File: src/design/ifs_regs.svh
// Constants for the inverter fault supervisor
`ifndef IFS_REGS_SVH
`define IFS_REGS_SVH
`define IFS_MAX_RETRIES 2'h3
`define IFS_RESTART_DELAY_MS 1000
`define IFS_CLEAR_TIME_MS 60000
`define IFS_CLK_HZ 125000000
`define IFS_TICK_DIV (`IFS_CLK_HZ / 1000)
`define IFS_NUM_TEMP 21
`define IFS_NUM_CANIO 17
`endif

File: src/design/ifs_pkg.sv
// Types shared by the inverter fault supervisor
package ifs_pkg;
    typedef enum logic [1:0] {
        IFS_CLS_NONE,
        IFS_CLS_SIGNAL,
        IFS_CLS_SELFACK,
        IFS_CLS_DEACT
    } ifs_class_t;

    typedef struct packed {
        logic ac_output_contactor_closed;
        logic dc_load_switch_closed;
    } ifs_switch_t;

    typedef struct packed {
        logic deact;
        logic selfack;
        logic signal;
        logic permanent;
    } ifs_display_t;
endpackage

File: src/design/ifs_sticky.sv
// Latched fault class flags with manual acknowledge and re-raise
module ifs_sticky #(
    parameter int N = 3
) (
    input wire logic core_clk,
    input wire logic sys_rst,
    input wire logic [N-1:0] cause,
    input wire logic [N-1:0] auto_clear,
    input wire logic manual_ack,
    output logic [N-1:0] flag
);
    genvar i;
    generate
        for (i = 0; i < N; i++) begin : g_flag
            always_ff @(posedge core_clk) begin
                if (sys_rst) begin
                    flag[i] <= 1'b0;
                end else if (cause[i]) begin
                    flag[i] <= 1'b1;
                end else if (manual_ack || auto_clear[i]) begin
                    flag[i] <= 1'b0;
                end
            end
        end
    endgenerate
endmodule

File: src/design/ifs_supervisor.sv
// Inverter fault supervisor: classes faults and drives contactor and load switch
// Notes on behaviour
// - Faults reported only while inverter switched on, except hardware overload, which still reports deactivating when off.
// - First deactivating fault: wait delay, auto acknowledge, attempt start-up.
// - Skip auto restart if DC voltage dipped too far during fault.
// - Persisting deactivating cause after restart trips again, opening both switches.
// - At most three automatic start-up attempts, counted.
// - Retry counter cleared after a period of continuous successful operation.
// - Last failed attempt latches a permanent shutdown.
// - Latch cleared only by power cycle, inverter switch-off or manual ack; persisting cause re-raises.
// - Hardware overload opens both DC load switch and AC contactor.
// - Self-acknowledging fault opens AC contactor, keeps DC load switch closed.
// - Self-acknowledging fault restarts once its cause is gone.
// - Self-acknowledging fault clears on ack, re-raised if cause persists.
// - Signaling fault leaves both switches closed and sequence untouched.
// - Signaling fault self-clears; ack also clears; persisting cause re-raises.
// - Stack temperature warnings signal, stack temperature faults self-acknowledge.
// - Air warnings and undertemperatures signal; air temperature faults self-acknowledge.
// - Sensor failures self-acknowledge, except unit supply air sensor, which signals.
// - Stack differential current deviation is signaling only.
// - Remote I/O feedback, breakers, disconnectors, door, node loss are signaling.
// - Insulation input: warning signals, alarm self-acknowledges, alarm deactivates.
`include "ifs_regs.svh"
module ifs_supervisor #(
    parameter int RESTART_DELAY_MS = `IFS_RESTART_DELAY_MS,
    parameter int CLEAR_TIME_MS = `IFS_CLEAR_TIME_MS,
    parameter int TICK_DIV = `IFS_TICK_DIV
) (
    input wire logic core_clk,
    input wire logic sys_rst,
    input wire logic inverter_on,
    input wire logic manual_ack,
    input wire logic [1:0] stack_temp_warn,
    input wire logic [1:0] stack_temp_fault,
    input wire logic igbt_air_under,
    input wire logic igbt_air_warn,
    input wire logic igbt_air_fault,
    input wire logic [1:0] exhaust_air_warn,
    input wire logic [1:0] exhaust_air_fault,
    input wire logic unit_air_under,
    input wire logic unit_air_warn,
    input wire logic unit_air_fault,
    input wire logic [4:0] sensor_fail,
    input wire logic unit_air_sensor_fail,
    input wire logic diff_current_dev,
    input wire logic [12:0] canio_signal,
    input wire logic canio_param_err,
    input wire logic insul_warn,
    input wire logic insul_alarm_selfack,
    input wire logic insul_alarm_deact,
    input wire logic deact_cause_ext,
    input wire logic selfack_cause_ext,
    input wire logic signal_cause_ext,
    input wire logic hw_overload,
    input wire logic dc_dip_exceeded,
    output ifs_pkg::ifs_switch_t switches,
    output ifs_pkg::ifs_display_t operator_display_unit,
    output logic [1:0] retry_count,
    output ifs_pkg::ifs_class_t active_class
);
    typedef enum logic [2:0] {
        IFS_ST_RUN,
        IFS_ST_WAIT,
        IFS_ST_ATTEMPT,
        IFS_ST_PERM
    } ifs_state_t;

    ifs_state_t state_r;
    logic tick;
    logic [31:0] delay_r;
    logic [31:0] run_r;
    logic [1:0] retry_r;
    logic dip_r;
    logic sig_cause;
    logic sack_cause;
    logic deact_cause;
    logic [2:0] causes;
    logic [2:0] flags;
    logic ack_d;
    logic ack_pulse;

    ifs_tick #(
        .DIV(TICK_DIV)
    ) u_tick (
        .core_clk(core_clk),
        .sys_rst(sys_rst),
        .tick(tick)
    );

    // Classification of monitored conditions
    always_comb begin
        sig_cause = |stack_temp_warn;
        sig_cause = sig_cause | igbt_air_under | igbt_air_warn | (|exhaust_air_warn);
        sig_cause = sig_cause | unit_air_under | unit_air_warn;
        sig_cause = sig_cause | unit_air_sensor_fail;
        sig_cause = sig_cause | diff_current_dev;
        sig_cause = sig_cause | (|canio_signal);
        sig_cause = sig_cause | insul_warn | signal_cause_ext;
        sack_cause = |stack_temp_fault;
        sack_cause = sack_cause | igbt_air_fault | (|exhaust_air_fault) | unit_air_fault;
        sack_cause = sack_cause | (|sensor_fail);
        sack_cause = sack_cause | insul_alarm_selfack | selfack_cause_ext;
        deact_cause = canio_param_err | insul_alarm_deact | deact_cause_ext | hw_overload;
        causes = inverter_on ? {deact_cause, sack_cause, sig_cause} : 3'h0;
    end

    always_ff @(posedge core_clk) begin
        if (sys_rst) begin
            ack_d <= 1'b0;
        end else begin
            ack_d <= manual_ack;
        end
    end
    assign ack_pulse = manual_ack & ~ack_d;

    // Self-acknowledging and signaling flags clear when cause is gone
    ifs_sticky #(
        .N(2)
    ) u_sticky (
        .core_clk(core_clk),
        .sys_rst(sys_rst),
        .cause(causes[1:0]),
        .auto_clear(2'b11),
        .manual_ack(ack_pulse | ~inverter_on),
        .flag(flags[1:0])
    );

    // Deactivating sequence
    always_ff @(posedge core_clk) begin
        if (sys_rst || !inverter_on) begin
            state_r <= IFS_ST_RUN;
            delay_r <= 32'h0;
            dip_r <= 1'b0;
        end else begin
            case (state_r)
                IFS_ST_RUN: begin
                    if (causes[2]) begin
                        dip_r <= dc_dip_exceeded;
                        delay_r <= 32'h0;
                        if (retry_r == `IFS_MAX_RETRIES) begin
                            state_r <= IFS_ST_PERM;
                        end else begin
                            state_r <= IFS_ST_WAIT;
                        end
                    end
                end
                IFS_ST_WAIT: begin
                    if (dc_dip_exceeded) begin
                        dip_r <= 1'b1;
                    end
                    if (tick) begin
                        delay_r <= delay_r + 32'h1;
                    end
                    if (delay_r >= 32'(RESTART_DELAY_MS)) begin
                        if (dip_r || dc_dip_exceeded) begin
                            state_r <= IFS_ST_PERM;
                        end else begin
                            state_r <= IFS_ST_ATTEMPT;
                        end
                    end
                end
                IFS_ST_ATTEMPT: begin
                    state_r <= IFS_ST_RUN;
                end
                IFS_ST_PERM: begin
                    if (ack_pulse) begin
                        state_r <= IFS_ST_RUN;
                    end
                end
                default: begin
                    state_r <= IFS_ST_RUN;
                end
            endcase
        end
    end

    // Retry counter and its clear after continuous operation
    always_ff @(posedge core_clk) begin
        if (sys_rst || !inverter_on) begin
            retry_r <= 2'h0;
            run_r <= 32'h0;
        end else if (state_r == IFS_ST_ATTEMPT) begin
            retry_r <= retry_r + 2'h1;
            run_r <= 32'h0;
        end else if (state_r == IFS_ST_PERM && ack_pulse) begin
            retry_r <= 2'h0;
        end else if (state_r == IFS_ST_RUN && !causes[2] && retry_r != 2'h0) begin
            if (tick) begin
                run_r <= run_r + 32'h1;
            end
            if (run_r >= 32'(CLEAR_TIME_MS)) begin
                retry_r <= 2'h0;
                run_r <= 32'h0;
            end
        end else begin
            run_r <= 32'h0;
        end
    end

    assign flags[2] = (state_r != IFS_ST_RUN) || causes[2];

    // Registered copies for the operator display and the retry count
    always_ff @(posedge core_clk) begin
        if (sys_rst) begin
            operator_display_unit <= '0;
            retry_count <= 2'h0;
        end else begin
            retry_count <= retry_r;
            operator_display_unit.deact <= flags[2];
            operator_display_unit.selfack <= flags[1];
            operator_display_unit.signal <= flags[0];
            operator_display_unit.permanent <= (state_r == IFS_ST_PERM);
        end
    end

    // Switching outputs, most severe class wins
    always_ff @(posedge core_clk) begin
        if (sys_rst) begin
            switches <= '0;
        end else if (hw_overload || flags[2]) begin
            switches <= '0;
        end else if (flags[1]) begin
            switches.ac_output_contactor_closed <= 1'b0;
            switches.dc_load_switch_closed <= 1'b1;
        end else begin
            switches.ac_output_contactor_closed <= inverter_on;
            switches.dc_load_switch_closed <= inverter_on;
        end
    end

    // Reported class; a stale signaling flag is hidden once switched off
    always_ff @(posedge core_clk) begin
        if (sys_rst) begin
            active_class <= ifs_pkg::IFS_CLS_NONE;
        end else if (hw_overload || flags[2]) begin
            active_class <= ifs_pkg::IFS_CLS_DEACT;
        end else if (flags[1]) begin
            active_class <= ifs_pkg::IFS_CLS_SELFACK;
        end else if (flags[0] && inverter_on) begin
            active_class <= ifs_pkg::IFS_CLS_SIGNAL;
        end else begin
            active_class <= ifs_pkg::IFS_CLS_NONE;
        end
    end
endmodule

File: src/design/ifs_tick.sv
// Millisecond enable pulse divider
module ifs_tick #(
    parameter int DIV = 125000
) (
    input wire logic core_clk,
    input wire logic sys_rst,
    output logic tick
);
    logic [31:0] cnt_r;

    always_ff @(posedge core_clk) begin
        if (sys_rst) begin
            cnt_r <= 32'h0;
            tick <= 1'b0;
        end else if (cnt_r == 32'(DIV - 1)) begin
            cnt_r <= 32'h0;
            tick <= 1'b1;
        end else begin
            cnt_r <= cnt_r + 32'h1;
            tick <= 1'b0;
        end
    end
endmodule

File: config.mk
export PLATFORM = sky130hd
export DESIGN_NAME = ifs_supervisor
export DESIGN_NICKNAME = d
export VERILOG_FILES = /design/src/design/ifs_pkg.sv /design/src/design/ifs_sticky.sv /design/src/design/ifs_supervisor.sv /design/src/design/ifs_tick.sv
export VERILOG_INCLUDE_DIRS = /design/src /design/src/design
export SDC_FILE = /design/constraint.sdc
export NUM_CORES = 1
export LEC_CHECK = 0
export ABC_AREA = 1
export BUFFER_PORTS_ARGS = -buffer_cell sky130_fd_sc_hd__buf_4
export CELL_PAD_IN_SITES_DETAIL_PLACEMENT = 0
export CELL_PAD_IN_SITES_GLOBAL_PLACEMENT = 1
export CORE_MARGIN = 2
export CORE_UTILIZATION = 46
export DETAILED_ROUTE_END_ITERATION = 12
export MAX_ROUTING_LAYER = met4
export PLACE_DENSITY = 0.91
export SYNTH_ARGS = -nofsm -noshare
export SYNTH_HDL_FRONTEND = slang
export SYNTH_SLANG_ARGS = --single-unit
File: constraint.sdc
create_clock -name core_clk -period 2.2 [get_ports core_clk]
set_input_delay 0 -clock core_clk [delete_from_list [all_inputs] [get_ports core_clk]]
set_output_delay 0 -clock core_clk [all_outputs]
set_load 0.01 [all_outputs]
# After elaboration in Yosys (flattened, before gate mapping)
# Cells that the tools add are included.
[op_classes]
order_cmp = 2
addsub = 4
div = 0
n_shift = 0
n_eq_ne = 11
n_mul = 0
reduce_logical = 31
mux = 27
n_bitwise = 22
[ops]
columns = ["cell", "count"]
rows = [
  ["two-way mux 32 bit", 5],
  ["adder 32 x 1 -> 32 bit (second input constant)", 3],
  ["case mux 32 bit (2 select lines)", 1],
  ["== test 32 x 17 -> 1 bit (second input constant)", 1],
  [">= comparator 32 x 10 -> 1 bit (second input constant)", 1],
  [">= comparator 32 x 16 -> 1 bit (second input constant)", 1],
  ["OR 1 bit", 19],
  ["two-way mux 2 bit", 7],
  ["OR reduction 2 bit", 7],
  ["OR reduction 13 bit", 1],
  ["two-way mux 3 bit", 4],
  ["case mux 3 bit (3 select lines)", 1],
  ["AND reduction 3 bit", 3],
  ["nonzero test 3 bit", 3],
  ["two-way mux 1 bit", 8],
  ["inequality test 2 bit (second input constant)", 4],
  ["== test 3 x 2 -> 1 bit (second input constant)", 2],
  ["OR reduction 5 bit", 1],
  ["logical AND 1 bit", 4],
  ["logical OR 1 bit", 4],
  ["AND reduction 2 bit", 2],
  ["nonzero test 2 bit", 2],
  ["== test 3 x 1 -> 1 bit (second input constant)", 1],
  ["logical NOT 3 bit", 1],
  ["9 further kinds", 11],
]
[word_totals]
ramBits = 0
latchBits = 0
in_bits = 47
n_memories = 0
romBits = 0
register_bits = 116
word_cells = 115

# Depth between registers and ports, before layout
# Gate-level depths: netlist (run 1).
[depth]
ltp_word = 18
depth_mapped = 11

# Hierarchy
# Synthesis (run 1) repeated with hierarchy kept, for this count alone.
[hier_totals]
cells_unflattened = 1041
hier_area_um2 = 6573.8
[by_module_without_submodules]
columns = ["mod", "cells_per_inst", "seq_area_each_um2", "area_each_um2", "instances"]
rows = [
  ["ifs_supervisor", 706, 1601.5, 4539.4, 1],
  ["ifs_tick", 324, 660.6, 1951.9, 1],
  ["ifs_sticky", 11, 40.0, 82.6, 1],
]

# Least setup slack after synthesis (run 1)
# No wires, ideal clock.
[synth_path]
kind = "reg-to-reg"
startpoint = "register run_r[0]"
endpoint = "register run_r[14]"
required_ns = 2.130
setup_ns = 0.070
slack_ns = 0.737
arrival_time_ns = 1.393
stages_incl_launch_ff = 12
synth_period_minus_slack_ns = 1.463
path_buffers = 0
cell_sequence = "dfxtp_1 ha_1 nand3_1 nor2_1 nand3_1 nand2_1 nand2_1 inv_1 nand2_1 nor2_1 nand2_1 a21oi_1"
[synth_between]
elab_chain_len = 4
[synth_rtl]
columns = ["element", "line_no", "rtl"]
rows = [
  ["start, declared", "ifs_supervisor.sv:71", "logic [31:0] run_r;"],
  ["start signal, assigned", "ifs_supervisor.sv:189", "run_r <= run_r + 32'h1;"],
  ["adder 32 x 1 -> 32 bit", "ifs_supervisor.sv:189", ""],
  ["two-way mux 32 bit", "ifs_supervisor.sv:188", "if (tick) begin"],
  ["two-way mux 32 bit", "ifs_supervisor.sv:191", "if (run_r >= 32'(CLEAR_TIME_MS)) begin"],
  ["two-way mux 32 bit", "ifs_supervisor.sv:187", "end else if (state_r == IFS_ST_RUN && !causes[2] && retry_r != 2'h0) begin"],
]
# Several ways; a longest one is shown, not always the timed one. The select of a mux whose other input is x is not followed.
# A chain may end at the register's enable or synchronous reset.

# Worst setup path in the final report (run 1)
[layout_path]
startpoint = "register state_r[1]"
endpoint = "register run_r[15]"
[layout_between]
elab_chain_len = 5
[layout_rtl]
columns = ["element", "line_no", "rtl"]
rows = [
  ["start, declared", "ifs_supervisor.sv:68", "ifs_state_t state_r;"],
  ["start signal, assigned", "ifs_supervisor.sv:131", "state_r <= IFS_ST_RUN;"],
  ["start signal, assigned", "ifs_supervisor.sv:141", "state_r <= IFS_ST_PERM;"],
  ["start signal, assigned", "ifs_supervisor.sv:143", "state_r <= IFS_ST_WAIT;"],
  ["logical NOT 3 bit", "ifs_supervisor.sv:187", ""],
  ["logical AND 1 bit (2 in a row)", "ifs_supervisor.sv:187", ""],
  ["inequality test 3 x 1 -> 1 bit (no line)", "n/a", ""],
  ["AND reduction 2 bit (no line)", "n/a", ""],
]
# Several ways; a longest one is shown, not always the timed one.

==> summary.txt, run 1 <==
Status -> finished, final reports clean
Post-route non-filler standard cell count -> 1208
Core ar. -> 0.0133 mm²
Vias in the first global route -> 5841
Worst Path Required -> 2500 ps
Final ANT Viol Nets -> 0
Total global-route track usage -> 23.4%
# diodes -> 0
H-Tree Depth -> 4
CTS max path bufs -> 2
Critical Path AT -> 2190 ps
First drt pass iteration count -> 5
Fin crit period -> 1890 ps
Cells after synthesis -> 945
Worst-path fanout max -> 31
Area delta synth->final -> 20.4%
Internal power -> 3.91 mW
Final setup viols -> 0
EDFF count, synth -> 0
FF+latch count, synth -> 115
Boundary Pins -> 57
Max VDD drop -> 0.512 mV
Critical Path End -> run_r[15]
Power per cell area -> 665 mW/mm²
Synthesized area per cell -> 6.71 µm²
Clk_skew -> 6.24 ps
Slew margin rel. -> 58.9%
Reg power frac -> 41.7%
Critical Path Max Stage Delay -> 380 ps
Grt total ovfl -> 0
Clk_lat worst skew -> 420 ps
First-pass GRT wire length -> 27.0 mm
Critical setup path kind -> flop to flop
Reg-to-Reg End -> run_r[15]
Crit end category -> flop
CP Launch Point -> state_r[1]
Unique masters post-synth -> 43
Wire per inst -> 13.0 µm
Final wirelength -> 15.7 mm
Place WS -> 364 ps
Commonest non-fill, non-tap cell in the layout -> nand2_1
Placed Cells -> 1163
Initial antenna violation count -> 0
Main synth FF type -> dfxtp_1
Family with the most delay on the worst path -> simple AND/OR/NAND/NOR gates
CTS sink cnt -> 115
Asr flop ratio synth -> 0%
Sw frac -> 22.9%
CTS root buf -> clkbuf_16
Most frequent cells in the layout -> nand2_1, nor2_1, dfxtp_1, inv_1, buf_4
Net switching power -> 1.16 mW
Max Cap Viol -> 0
Worst-Margin Slew -> 612 ps
Combinational share of power -> 5.6%
Crit-path slowest cell -> dfxtp_1
Unrepaired setup endpoints after global routing -> no
Chip width -> 121 µm
FP Rows -> 42
Post-DP HPWL -> 11.6 mm
CTS tree -> yes
1st-iter DRT viols -> 473
Synthesized area -> 0.00634 mm²
Pin count of the biggest net entering global routing -> 33
Via/cell ratio -> 5.20
Layout Nets -> 1073
GP Congestion -> 0.901
Worst min path class -> input pin to flop
Die height -> 121 µm
Starting Density -> 47.5%
DRC viols -> 0
Synth warn -> 0
Period utilisation layout -> 85.7%
Register area share after synthesis -> 36.3%
Worst-case reg-to-reg path depth -> 8
Setup bufs post-CTS -> 0
Most common cell on crit path -> nand2_4
Fin worst setup slack -> 314 ps
Buffers on Ports -> 56
R2R Setup Slk -> 310 ps
LEAKAGE -> 2.71 nW
Setup_tns -> 0 ps
Final Hold Fails -> 0
Final slew viol count -> 0
Hold slack -> 116 ps
Buf/Inv on CP -> 0
Worst r2r src -> state_r[1]
Maximum clock rate -> 0.530 GHz
Clock network fraction of total power -> 52.7%
Layout cells sized above 1 -> 14.2%
Syn_nets -> 999
Levels on crit path -> 8
Clk slew on worst S/H paths -> 60 ps
Die area -> 0.0147 mm²
TritonCTS buffer count -> 17
Startpoint Class -> flop
Vias -> 6281
CP cell instances -> nor2_2 > nand2_2 > nor2_4 > nand3_2 > nand2_4 > nand2_4 > nand2_1 > a21oi_1
==> logic make-up (layout without fill, tap and decap cells) <==
| logic type | Yosys count | after routing | synth area share (%) |
|---|---|---|---|
| and+or+nand+nor | 581 | 581 | 43.9 |
| AOI/OAI and AO/OA | 96 | 96 | 8.05 |
| DFF | 115 | 115 | 36.3 |
| buffers and inverters | 133 | 220 | 8.64 |
| xor gates and xnor gates | 13 | 13 | 1.79 |
| adders and majority gates | 7 | 7 | 1.38 |
==> through the flow <==
step	cell area (µm²)	util [%]	total power [mW]
6_report	7640	57.2	5.08
5_1_grt	7640	57.2	5.26
4_1_cts	7640	57.2	5.13
3_5_place_dp	6930	51.9	2.43
3_3_place_gp	6930	51.9	2.42
2_1_floorplan	6340	-	2.30
==> synthesized netlist by cell type (6+ instances only) <==
cell	instances	area, µm²
nor3b_2	16	200
xor2_1	11	96.3
buf_2	9	45.0
nand4_1	34	213
nand3_1	58	290
nor3_1	44	220
nand2_1	219	822
dfxtp_1	115	2300
a21oi_1	63	315
nor2_1	149	559
nor3_2	6	60.1
inv_1	103	387
nor4_1	20	125
ha_1	7	87.6
o21ai_0	19	95.1
==> per-layer routing <==
| metal | GRT usage (%) | share of wire, % |
|---|---|---|
| met5 | - | 0 |
| met3 | 4.56 | 5.1 |
| met4 | 7.11 | 1.4 |
| met1 | 31.6 | 49 |
| met2 | 35.7 | 44 |
==> worst min-delay path, stage by stage <==
cell	delay, ps
buf_4	80
nor2_1	30
nand2_1	100
nand2_1	70
o21ai_0	140
a21oi_1	60
==> registers in the layout, summed over array words and instances, names as in the netlist, 4 cells and up <==
name / count
run_r: 32
operator_display_unit: 4
delay_r: 32
u_tick.cnt_r: 32
==> repair_timing <==
action,in CTS,in global routing
hold endpoints to repair,16,0
resized for setup,0,0
hold buffers,13,0
==> power by group through the flow <==
| stage | Sequential [mW] | Combinational (mW) | Clock (mW) |
|---|---|---|---|
| 6_report | 2.12 | 0.283 | 2.68 |
| 3_5_place_dp | 2.16 | 0.266 | 0 |
| 4_1_cts | 2.12 | 0.284 | 2.73 |
| 5_1_grt | 2.12 | 0.313 | 2.83 |
| 2_1_floorplan | 2.16 | 0.142 | 0 |
| 3_3_place_gp | 2.16 | 0.263 | 0 |
==> final cells by class <==
class	instances	area (µm²)
tap	176	220
clock buffer	19	443
multi-input combinational	697	3490
sequential	115	2300
inverter	110	413
fill	1353	5710
timing repair buffer	78	631
clock inverter	13	136
==> how the worst min path moves through the flow <==
stage / slack (ps) / depth (start not counted) / to / startpoint
detailed placement: 240 / 3 / ack_d / manual_ack
CTS: 100 / 6 / dip_r / canio_param_err
global placement: 230 / 3 / ack_d / manual_ack
finish: 120 / 6 / dip_r / canio_param_err
floorplan: 110 / 2 / ack_d / manual_ack
global route: 170 / 6 / delay_r[17] / canio_param_err
Power figures use the tool's default switching activity.
==> run 2: changes to the inputs <==
CORE_UTILIZATION = 43   (was 46)
PLACE_DENSITY = 0.86   (was 0.91)
TNS_END_PERCENT = 30   (was unset)
clock period = 1.8 ns   (was 2.2 ns; I/O delays follow)
==> summary.txt, run 2 (synthesized netlist as in run 1, its figures left out) <==
Regs by FF count -> delay_r x32, run_r x32, u_tick.cnt_r x32
Hold Crit Endpoint -> operator_display_unit[3]
Final setup viols -> 0 (unchanged)
Wire per inst -> 13.1 µm (+0.29%)
Critical Path AT -> 2060 ps (-130 ps)
Initial antenna violation count -> 0 (unchanged)
H-Tree Depth -> 4 (unchanged)
CTS root buf -> clkbuf_16
Boundary Pins -> 57 (unchanged)
Startpoint Class -> input pin
DRC viols -> 0 (unchanged)
LEAKAGE -> 2.81 nW (+3.8%)
Chip width -> 125 µm (+3.3%)
Crit end category -> flop
Grt total ovfl -> 0 (unchanged)
Pin count of the biggest net entering global routing -> 33 (unchanged)
Critical setup path kind -> input pin to flop
GP Congestion -> 0.882 (-2.1%)
Reg-to-Reg End -> u_tick.cnt_r[24]
Starting Density -> 43.8% (-3.7 points)
Placed Cells -> 1184 (+1.8%)
Final ANT Viol Nets -> 0 (unchanged)
Clk_skew -> 6.11 ps (-0.131 ps)
Worst-Margin Slew -> 434 ps (-178 ps)
Final Hold Fails -> 0 (unchanged)
Most frequent cells in the layout -> nand2_1, nor2_1, dfxtp_1, inv_1, buf_4
Worst-case reg-to-reg path depth -> 7 (-1)
Max Cap Viol -> 0 (unchanged)
Layout cells sized above 1 -> 16.6% (+2.3 points)
Worst-path fanout max -> 18 (-42%)
Worst r2r src -> u_tick.cnt_r[19]
Buffers on Ports -> 56 (unchanged)
Final Cell Area -> 0.00784 mm² (+2.6%)
Worst Path Required -> 2170 ps (-330 ps)
Total global-route track usage -> 21.7% (-1.8 points)
CTS sink cnt -> 115 (unchanged)
Max VDD drop -> 0.636 mV (+24%)
R2R Setup Slk -> 150 ps (-160 ps)
First-pass GRT wire length -> 27.3 mm (+1.0%)
# diodes -> 0 (unchanged)
Vias -> 6319 (+0.60%)
Die area -> 0.0157 mm² (+6.7%)
Dpl cell area -> 0.00705 mm² (+1.7%)
Area delta synth->final -> 23.5%
1st-iter DRT viols -> 515 (+8.9%)
Utilization after layout -> 54.1% (-3.1 points)
Via/cell ratio -> 5.15 (-1.0%)
Die height -> 125 µm (+3.3%)
Clk_lat worst skew -> 420 ps (about the same)
Maximum clock rate -> 0.590 GHz
Core ar. -> 0.0145 mm² (+8.5%)
Fin crit period -> 1700 ps
Slew margin rel. -> 71.0% (+12 points)
First drt pass iteration count -> 5 (unchanged)
CTS max path bufs -> 2 (unchanged)
Clk slew on worst S/H paths -> 50 ps (about the same)
Worst min path class -> input pin to flop
FP Rows -> 44 (+4.8%)
Hold_sp -> insul_alarm_deact
Status -> finished, final reports clean
Post-route non-filler standard cell count -> 1228 (+1.7%)
Final slew viol count -> 0 (unchanged)
Pwr Total -> 6.40 mW (+26%)
Worst Hold Depth -> 5 (-1)
Post-DP HPWL -> 11.7 mm (+1.0%)
Period utilisation layout -> 94.2%
Final wirelength -> 16.0 mm (+2.0%)
Commonest non-fill, non-tap cell in the layout -> nand2_1
CTS tree -> yes
Layout Nets -> 1085 (+1.1%)
Unrepaired setup endpoints after global routing -> yes
Power per cell area -> 817 mW/mm² (+23%)
TritonCTS buffer count -> 17 (unchanged)
Vias in the first global route -> 5754 (-1.5%)
==> run 2: changes by cell type in the layout (fill, tap and decap cells not counted), moves of 2 or more <==
cell	previous run	this run
dlygate4sd3_1	13	11
nor4_2	1	4
nor2_1	149	143
buf_4	64	76
nor2_2	5	11
clkinvlp_4	4	2
nor3_1	44	41
nor4_1	20	17
nor3_2	6	9
==> run 2: worst max-delay path by stage <==
stage / slack [ps] / startpoint / cells past startpoint / endpoint
after global placement: 130 / run_r[0] / 11 / run_r[14]
after global routing: -20 / delay_r[2] / 8 / delay_r[27]
after detailed placement: 110 / run_r[0] / 11 / run_r[14]
after floorplan: 340 / run_r[0] / 11 / run_r[14]
final: 100 / sys_rst / 8 / active_class[0]
after CTS: 40 / sys_rst / 8 / active_class[0]
==> run 2: final cells by class <==
class	instances	area, µm²
Multi-Input combinational cell	697	3550
Sequential cell	115	2300
Tap cell	184	230
Clock inverter	13	160
Inverter	110	413
Fill cell	1432	6640
Clock buffer	19	443
Timing Repair Buffer	90	733
==> run 2: power breakdown <==
group          leakage, nW  total (mW)  switching (mW)  internal, mW
Clock                0.293        3.44            1.24          2.21
Combinational         1.59       0.373           0.203         0.170
Sequential           0.929        2.58          0.0137          2.57
Total                 2.81        6.40            1.46          4.95
==> run 2: what timing repair did <==
| item | 4_1_cts | 5_1_grt |
|---|---|---|
| hold endpoints to repair | 16 | 0 |
| gates resized for setup | 0 | 16 |
| hold buffers | 13 | 0 |
| buffers inserted | 0 | 0 |
| setup endpoints to repair | 0 | 69 |
==> run 2: through the flow <==
step	hold slack (ps)	setup TNS (ps)	setup slack, ps
finish	25.3	0	104
global route	60.3	-19.1	-19.1
CTS	4.90	0	42.6
detailed placement	238	0	108
global placement	231	0	125
floorplan	107	0	337
==> run 2: worst max-delay path, stage by stage <==
cell           delay (ps)
dlygate4sd3_1         530
buf_4                 190
nor2_2                170
buf_4                 150
inv_2                  30
buf_4                 200
o32ai_1               220
dlygate4sd3_1         570
==> run 2: layer usage <==
metal / part of all wire [%] / track usage, %
met5: 0 / -
met4: 0.74 / 5.49
met3: 4.9 / 5.01
met2: 44 / 32.3
met1: 50 / 29.7
